`config.mk`:
```
export PLATFORM = sky130hd
export DESIGN_NAME = spmg_pin_mux
export DESIGN_NICKNAME = d
export VERILOG_FILES = /design/src/core/spmg_pin_mux.v
export VERILOG_INCLUDE_DIRS = /design/src /design/src/core
export SDC_FILE = /design/constraint.sdc
export NUM_CORES = 1
export LEC_CHECK = 0
export ABC_AREA = 1
export BUFFER_PORTS_ARGS = -buffer_cell sky130_fd_sc_hd__buf_2
export CAP_MARGIN = 20
export CELL_PAD_IN_SITES_DETAIL_PLACEMENT = 0
export CELL_PAD_IN_SITES_GLOBAL_PLACEMENT = 1
export CORE_MARGIN = 8
export CORE_UTILIZATION = 44
export DETAILED_ROUTE_END_ITERATION = 10
export MAX_ROUTING_LAYER = met4
export PLACE_DENSITY = 0.95
export SKIP_CTS_REPAIR_TIMING = 1
export SLEW_MARGIN = 20
export SYNTH_ARGS = -nofsm -noshare
export SYNTH_HDL_FRONTEND = slang
export SYNTH_SLANG_ARGS = --single-unit
```
`constraint.sdc`:
```
create_clock -name i_sys_clk -period 11.65 [get_ports i_sys_clk]
set_input_delay 0.5825 -clock i_sys_clk [delete_from_list [all_inputs] [get_ports i_sys_clk]]
set_output_delay 0.5825 -clock i_sys_clk [all_outputs]
set_load 0.1 [all_outputs]
```
`src/core/spmg_regs.vh`:
```
`ifndef SPMG_REGS_VH
`define SPMG_REGS_VH
// Data-space word addresses
`define SPMG_ADDR_SEL_A 16'h7090
`define SPMG_ADDR_SEL_B 16'h7092
`define SPMG_ADDR_PORT_A 16'h7098
`define SPMG_ADDR_PORT_B 16'h709A
`define SPMG_ADDR_PORT_C 16'h709C
`define SPMG_ADDR_PORT_D 16'h709E
// Reset values
`define SPMG_RST_SEL 16'h0000
`define SPMG_RST_PORT 16'h0000
// Field layout of a port register
`define SPMG_DATA_LSB 0
`define SPMG_DATA_MSB 7
`define SPMG_DIR_LSB 8
`define SPMG_DIR_MSB 15
// Pin map: A and B under select A, C, D0 and D1 under select B
`define SPMG_PIN_COUNT 32
`define SPMG_SEL_B_MSB 9
`define SPMG_DEDICATED_ON 6'h3F
`define SPMG_ALL_PINS 32'hFFFF_FFFF
`define SPMG_MUXED_PINS 32'h03FF_FFFF
// Select-B bits with reversed polarity (1 = GPIO)
`define SPMG_SEL_B_INVERT 16'h0103
`endif

```
`src/core/spmg_pin_mux.v`:
```
// How it works
// - Select bit 1 routes pin to peripheral, 0 routes to GPIO; select B bits 0, 1 and 8 are the reverse.
// - Port data and direction act only while pin selects GPIO.
// - Direction 0 makes the GPIO pin an input, driver off.
// - Direction 1 makes the GPIO pin an output driven from data bit.
// - Writing an output pin's data bit sets the driven level.
// - Reading an input pin's data bit returns the sampled pin level.
// - All mux and port registers are words in data space.
// - Select A at 7090h covers port A and port B pins.
// - Select B at 7092h covers port C and port D pins 0, 1.
// - Port A register at 7098h: data low byte, direction high byte.
// - Port B register at 709Ah, same layout as port A.
// - Port C register at 709Ch, data low byte, direction high byte.
// - Port D at 709Eh; pins 2 to 7 are dedicated GPIO, optional.
`include "spmg_regs.vh"
module spmg_pin_mux #(
  parameter HAS_PORT_D_HIGH = 1
) (
  // Clock and reset
  input wire i_sys_clk,
  input wire i_rst,
  // Data-space register port
  input wire [15:0] i_addr,
  input wire i_wr_en,
  input wire i_rd_en,
  input wire [15:0] i_wdata,
  output reg [15:0] o_rdata,
  output reg o_rd_hit,
  // Peripheral side, 32 pins (A0..A7, B0..B7, C0..C7, D0..D7)
  input wire [31:0] i_periph_out,
  input wire [31:0] i_periph_oe,
  output reg [31:0] o_periph_in,
  // Pins
  input wire [31:0] i_pin,
  output wire [31:0] o_pin,
  output wire [31:0] o_pin_oe
);
  // Mux select registers
  reg [15:0] sel_a;
  reg [15:0] sel_b;
  // Port data and direction registers
  reg [15:0] port_a;
  reg [15:0] port_b;
  reg [15:0] port_c;
  reg [15:0] port_d;
  // Pin synchroniser stages
  reg [31:0] sync1;
  reg [31:0] sync2;
  reg [31:0] sync3;
  reg [31:0] pin_level;
  // Read path
  reg [15:0] next_rdata;
  reg next_hit;
  // Address decode
  wire hit_sel_a;
  wire hit_sel_b;
  wire hit_port_a;
  wire hit_port_b;
  wire hit_port_c;
  wire hit_port_d;
  // Per-pin views
  wire [15:0] sel_b_gpio;
  wire [31:0] pin_present;
  wire [31:0] gpio_on;
  wire [31:0] gpio_data;
  wire [31:0] gpio_dir;

  // Address decode, one word per register
  assign hit_sel_a = (i_addr == `SPMG_ADDR_SEL_A);
  assign hit_sel_b = (i_addr == `SPMG_ADDR_SEL_B);
  assign hit_port_a = (i_addr == `SPMG_ADDR_PORT_A);
  assign hit_port_b = (i_addr == `SPMG_ADDR_PORT_B);
  assign hit_port_c = (i_addr == `SPMG_ADDR_PORT_C);
  assign hit_port_d = (i_addr == `SPMG_ADDR_PORT_D);

  // Mux select A
  always @(posedge i_sys_clk or posedge i_rst) begin
    if (i_rst) begin
      sel_a <= `SPMG_RST_SEL;
    end else if (i_wr_en && hit_sel_a) begin
      sel_a <= i_wdata;
    end
  end

  // Mux select B
  always @(posedge i_sys_clk or posedge i_rst) begin
    if (i_rst) begin
      sel_b <= `SPMG_RST_SEL;
    end else if (i_wr_en && hit_sel_b) begin
      sel_b <= i_wdata;
    end
  end

  // Port A
  always @(posedge i_sys_clk or posedge i_rst) begin
    if (i_rst) begin
      port_a <= `SPMG_RST_PORT;
    end else if (i_wr_en && hit_port_a) begin
      port_a <= i_wdata;
    end
  end

  // Port B
  always @(posedge i_sys_clk or posedge i_rst) begin
    if (i_rst) begin
      port_b <= `SPMG_RST_PORT;
    end else if (i_wr_en && hit_port_b) begin
      port_b <= i_wdata;
    end
  end

  // Port C
  always @(posedge i_sys_clk or posedge i_rst) begin
    if (i_rst) begin
      port_c <= `SPMG_RST_PORT;
    end else if (i_wr_en && hit_port_c) begin
      port_c <= i_wdata;
    end
  end

  // Port D
  always @(posedge i_sys_clk or posedge i_rst) begin
    if (i_rst) begin
      port_d <= `SPMG_RST_PORT;
    end else if (i_wr_en && hit_port_d) begin
      port_d <= i_wdata;
    end
  end

  // Three-stage pin synchroniser, change taken when stages 2 and 3 agree
  always @(posedge i_sys_clk or posedge i_rst) begin
    if (i_rst) begin
      sync1 <= 32'h0000_0000;
      sync2 <= 32'h0000_0000;
      sync3 <= 32'h0000_0000;
      pin_level <= 32'h0000_0000;
    end else begin
      sync1 <= i_pin;
      sync2 <= sync1;
      sync3 <= sync2;
      pin_level <= (sync2 & sync3) | (pin_level & (sync2 | sync3));
    end
  end

  // Effective GPIO selection per pin
  assign sel_b_gpio = sel_b ^ `SPMG_SEL_B_INVERT;
  assign pin_present = (HAS_PORT_D_HIGH != 0) ? `SPMG_ALL_PINS : `SPMG_MUXED_PINS;
  // Dedicated D2..D7 are always GPIO
  assign gpio_on = {`SPMG_DEDICATED_ON, ~sel_b_gpio[`SPMG_SEL_B_MSB:0], ~sel_a};

  // Data bits per port
  assign gpio_data[7:0] = port_a[`SPMG_DATA_MSB:`SPMG_DATA_LSB];
  assign gpio_data[15:8] = port_b[`SPMG_DATA_MSB:`SPMG_DATA_LSB];
  assign gpio_data[23:16] = port_c[`SPMG_DATA_MSB:`SPMG_DATA_LSB];
  assign gpio_data[31:24] = port_d[`SPMG_DATA_MSB:`SPMG_DATA_LSB];

  // Direction bits per port
  assign gpio_dir[7:0] = port_a[`SPMG_DIR_MSB:`SPMG_DIR_LSB];
  assign gpio_dir[15:8] = port_b[`SPMG_DIR_MSB:`SPMG_DIR_LSB];
  assign gpio_dir[23:16] = port_c[`SPMG_DIR_MSB:`SPMG_DIR_LSB];
  assign gpio_dir[31:24] = port_d[`SPMG_DIR_MSB:`SPMG_DIR_LSB];

  // Pin drive; absent pins never drive
  genvar g;
  generate
    for (g = 0; g < `SPMG_PIN_COUNT; g = g + 1) begin : g_pin
      wire gpio_out;
      wire gpio_oe;
      assign gpio_out = gpio_data[g] & pin_present[g];
      assign gpio_oe = gpio_dir[g] & pin_present[g];
      assign o_pin[g] = gpio_on[g] ? gpio_out : i_periph_out[g];
      assign o_pin_oe[g] = gpio_on[g] ? gpio_oe : i_periph_oe[g];
    end
  endgenerate

  // Peripheral inputs see the pin only when routed there
  always @(posedge i_sys_clk or posedge i_rst) begin
    if (i_rst) begin
      o_periph_in <= 32'h0000_0000;
    end else begin
      o_periph_in <= pin_level & ~gpio_on & pin_present;
    end
  end

  // Read data: input pins show sampled level, output pins the written bit
  wire [31:0] data_view;
  assign data_view = ((gpio_dir & gpio_data) | (~gpio_dir & pin_level)) & pin_present;
  always @* begin
    next_rdata = 16'h0000;
    next_hit = 1'b1;
    case (i_addr)
      `SPMG_ADDR_SEL_A: next_rdata = sel_a;
      `SPMG_ADDR_SEL_B: next_rdata = sel_b;
      `SPMG_ADDR_PORT_A: next_rdata = {port_a[15:8], data_view[7:0]};
      `SPMG_ADDR_PORT_B: next_rdata = {port_b[15:8], data_view[15:8]};
      `SPMG_ADDR_PORT_C: next_rdata = {port_c[15:8], data_view[23:16]};
      `SPMG_ADDR_PORT_D: next_rdata = {port_d[15:8], data_view[31:24]};
      default: next_hit = 1'b0;
    endcase
  end

  always @(posedge i_sys_clk or posedge i_rst) begin
    if (i_rst) begin
      o_rdata <= 16'h0000;
      o_rd_hit <= 1'b0;
    end else begin
      o_rdata <= i_rd_en ? next_rdata : 16'h0000;
      o_rd_hit <= i_rd_en & next_hit;
    end
  end
endmodule

```
==> impl_metrics.ini <==
[power_and_ir_drop]
total_power_mw = 2.04
leakagePower_nw = 6.58
power.density_cell_area_nw_per_um2 = 159
peakVddDrop_v = 0.000104

[logic_synthesis]
synth_largest_type_area_fraction = 0.635
netlist_instances = 1091
sequential_to_total_area_share_from_yosys_stat = 0.635
synth.top_cells.by_area = sky130_fd_sc_hd__dfrtp_1, sky130_fd_sc_hd__nand2_1, sky130_fd_sc_hd__o21ai_1
count_of_flip_flops_with_a_built_in_enable_after_synthesis = 0
synth_most_common_cell = sky130_fd_sc_hd__nand2_1
synthesis.area_sq_um = 10500
yosysTopAreaCell = sky130_fd_sc_hd__dfrtp_1
postSynthRegisterBits = 267
synth_area_per_cell_sq_um = 9.64
synth_commonest_cells = sky130_fd_sc_hd__nand2_1, sky130_fd_sc_hd__dfrtp_1, sky130_fd_sc_hd__inv_1
synth_async_sr_flop_share = 1.00
ys.flop_type = sky130_fd_sc_hd__dfrtp_1
post_synth_num_cell_types = 22
ys_warn_count = 0

[final_layout]
antenna_cells = 0
fin_area_sq_um = 12800
p_r_area_growth_vs_syn_pct = 22.0
utilization = 0.547
nNetsFinal = 1438
stdcell_count = 1646
post_route_cells_drive_above_1_share = 0.234

[grt]
gr-total-overflow = 0
number_of_antenna_violations_at_the_first_check_in_global_routing = 0
grt.total_usage = 0.196
grt_first_pass_wirelength_um = 43500
largest_net_degree_at_the_start_of_global_routing = 138
grt_pass1_vias = 8079

[cts]
htree_num_levels = 1
clock_insertion_delay_worst_skew_ns = 0.52
clockRootBuffer = sky130_fd_sc_hd__clkbuf_16
cts.sink_count = 267
cts_max_path_buffers = 3
cts_tree = built
numCtsBuffers = 28
clkTransAtPathRegs_ns = 0.06

[place]
gp_routability_congestion = 0.822
port-buffer-count = 226
place.detailed.instances = 1595
preCtsSetupSlack_ns = 8.41
detail_placement_hpwl_um = 19500
dpl_cell_area_sq_um = 11800

[worst_setup_path]
critical_path.max_fanout = 88
timing.critical_path.required_ns = 12.04
worst_endpoint_data_arrival_time_ns = 3.13
crit_start = i_addr[11]
crit_path_end_kind = flip-flop
rr_startpoint = port_b[15]
crit_path_start_kind = input port
worstSetupPathType = in -> reg

[drt]
met3WireLength_um = 1880
wl_per_cell_um = 17.0
firstDrtPassIters = 5
viasPerCell = 4.87
wl_met2_um = 13600
detail_route.wirelength.met1_um = 11700
ant_nets = 0
remaining_drc_errors = 0
highest_layer = met4
postRouteWirelength_um = 28000
dr_total_vias = 8019
first_iter_violations = 444

[die]
die_x_um = 171
ioPinCount = 245
die_area_sq_um = 29100
initial_core_util = 0.448
floorplan.rows = 56
floorplan.core_area_sq_um = 23500
floorplan.die.height_um = 171

[sta]
max_freq_mhz = 365
hold_viol_final = 0
rsz0062_at_grt = false
max-slew-margin-rel = 0.382
report.final.setup_viol = 0
final_max_slew_viol_count = 0
post-route-period-util = 0.235
hold_ws_ns = 0.158
skew_ns = 0.00750
final.setup.worst_slack_ns = 8.91
tightest_slew_ns = 0.928
period_minus_slack_ns = 2.74
finalSetupTns_ns = 0

[job]
max_cap_viol_count = 0

[hold_path]
worstHoldStart = i_pin[14]
min-delay-path-class = in -> reg

[status]
result_of_the_run = complete, no violations
[state kept, by name, summed over array words and instances (netlist names)]
| signal | flops |
|---|---|
| o_periph_in | 26 |
| o_rd_hit | 1 |
| sync3 | 32 |
| port_b | 16 |
| port_c | 16 |
| sel_b | 16 |
| sel_a | 16 |
| pin_level | 32 |
| sync2 | 32 |
| port_a | 16 |
| o_rdata | 16 |
| port_d | 16 |
| sync1 | 32 |
[cells in the final DEF (no fill, tap or decap), types with 2 or more instances in the layout]
cell type                   netlist  layout
sky130_fd_sc_hd__a21oi_1         15      15
sky130_fd_sc_hd__buf_2           24     226
sky130_fd_sc_hd__buf_4           21       5
sky130_fd_sc_hd__bufinv_16        0       5
sky130_fd_sc_hd__clkbuf_1         4       2
sky130_fd_sc_hd__clkbuf_16        0      29
sky130_fd_sc_hd__clkbuf_8         0       8
sky130_fd_sc_hd__clkinv_2         0       7
sky130_fd_sc_hd__conb_1           1       6
sky130_fd_sc_hd__dfrtp_1        267     267
sky130_fd_sc_hd__inv_1          109     108
sky130_fd_sc_hd__inv_2           16      16
sky130_fd_sc_hd__maj3_1          32      32
sky130_fd_sc_hd__nand2_1        302     301
sky130_fd_sc_hd__nand2_2          1       2
sky130_fd_sc_hd__nand3_1         82      82
sky130_fd_sc_hd__nor2_1          29      29
sky130_fd_sc_hd__nor2_4           7       7
sky130_fd_sc_hd__o21ai_0         71      71
sky130_fd_sc_hd__o21ai_1        102     102
[layer usage]
metal	vias to the layer above	GRT usage
met5	-	-
met2	291	0.324
met3	41	0.0313
met1	3799	0.245
li1	3888	-
met4	0	0.0625
[worst max-delay path: stages]
cell and delay [ns]:
sky130_fd_sc_hd__buf_2 0.09, sky130_fd_sc_hd__nor2_1 0.09, sky130_fd_sc_hd__nand2_1 0.09, sky130_fd_sc_hd__nor2_4 0.10, sky130_fd_sc_hd__buf_4 0.70, sky130_fd_sc_hd__nand2_1 0.66, sky130_fd_sc_hd__inv_2 0.30, sky130_fd_sc_hd__nand2_1 0.08
sky130_fd_sc_hd__buf_4 0.26, sky130_fd_sc_hd__nand2_1 0.09, sky130_fd_sc_hd__o21ai_1 0.07
[path summary, 6_finish.rpt]
kind / end / slack [ns] / depth (start not counted)
max in group asynchronous: o_periph_in[17] / 10.10 / 3
min reg2reg: sync2[25] / 0.35 / 0
min: sync1[14] / 0.16 / 1
min in group asynchronous: sync1[28] / 0.27 / 2
max: sel_b[0] / 8.91 / 11
max reg2reg: o_rdata[7] / 10.23 / 6
[cells by family (layout without fill, tap and decap cells)]
kind of cell,after synthesis,in the layout,share of synthesized area
compound gates,188,188,0.0894
fa+ha+maj,32,32,0.0304
buf+inv,177,408,0.0756
flops,267,267,0.635
other cells,1,6,0.000356
simple gates,426,426,0.169
[layout make-up]
class	count	area, sq um
well taps	319	399
fillers	2099	10600
clock buffers	39	843
repair buffers	232	1180
flip-flops and latches	267	6680
clock inverters	12	185
inverters	125	477
multi-input cells	652	3070
[where the power goes]
part / switching, mW / total (mW) / leakage [nW] / internal, mW
clock network: 0.352 / 0.964 / 0.515 / 0.612
logic: 0.0728 / 0.102 / 2.64 / 0.0293
registers: 0.0160 / 0.973 / 3.43 / 0.957
No activity file was read; power rests on OpenSTA's default activity.
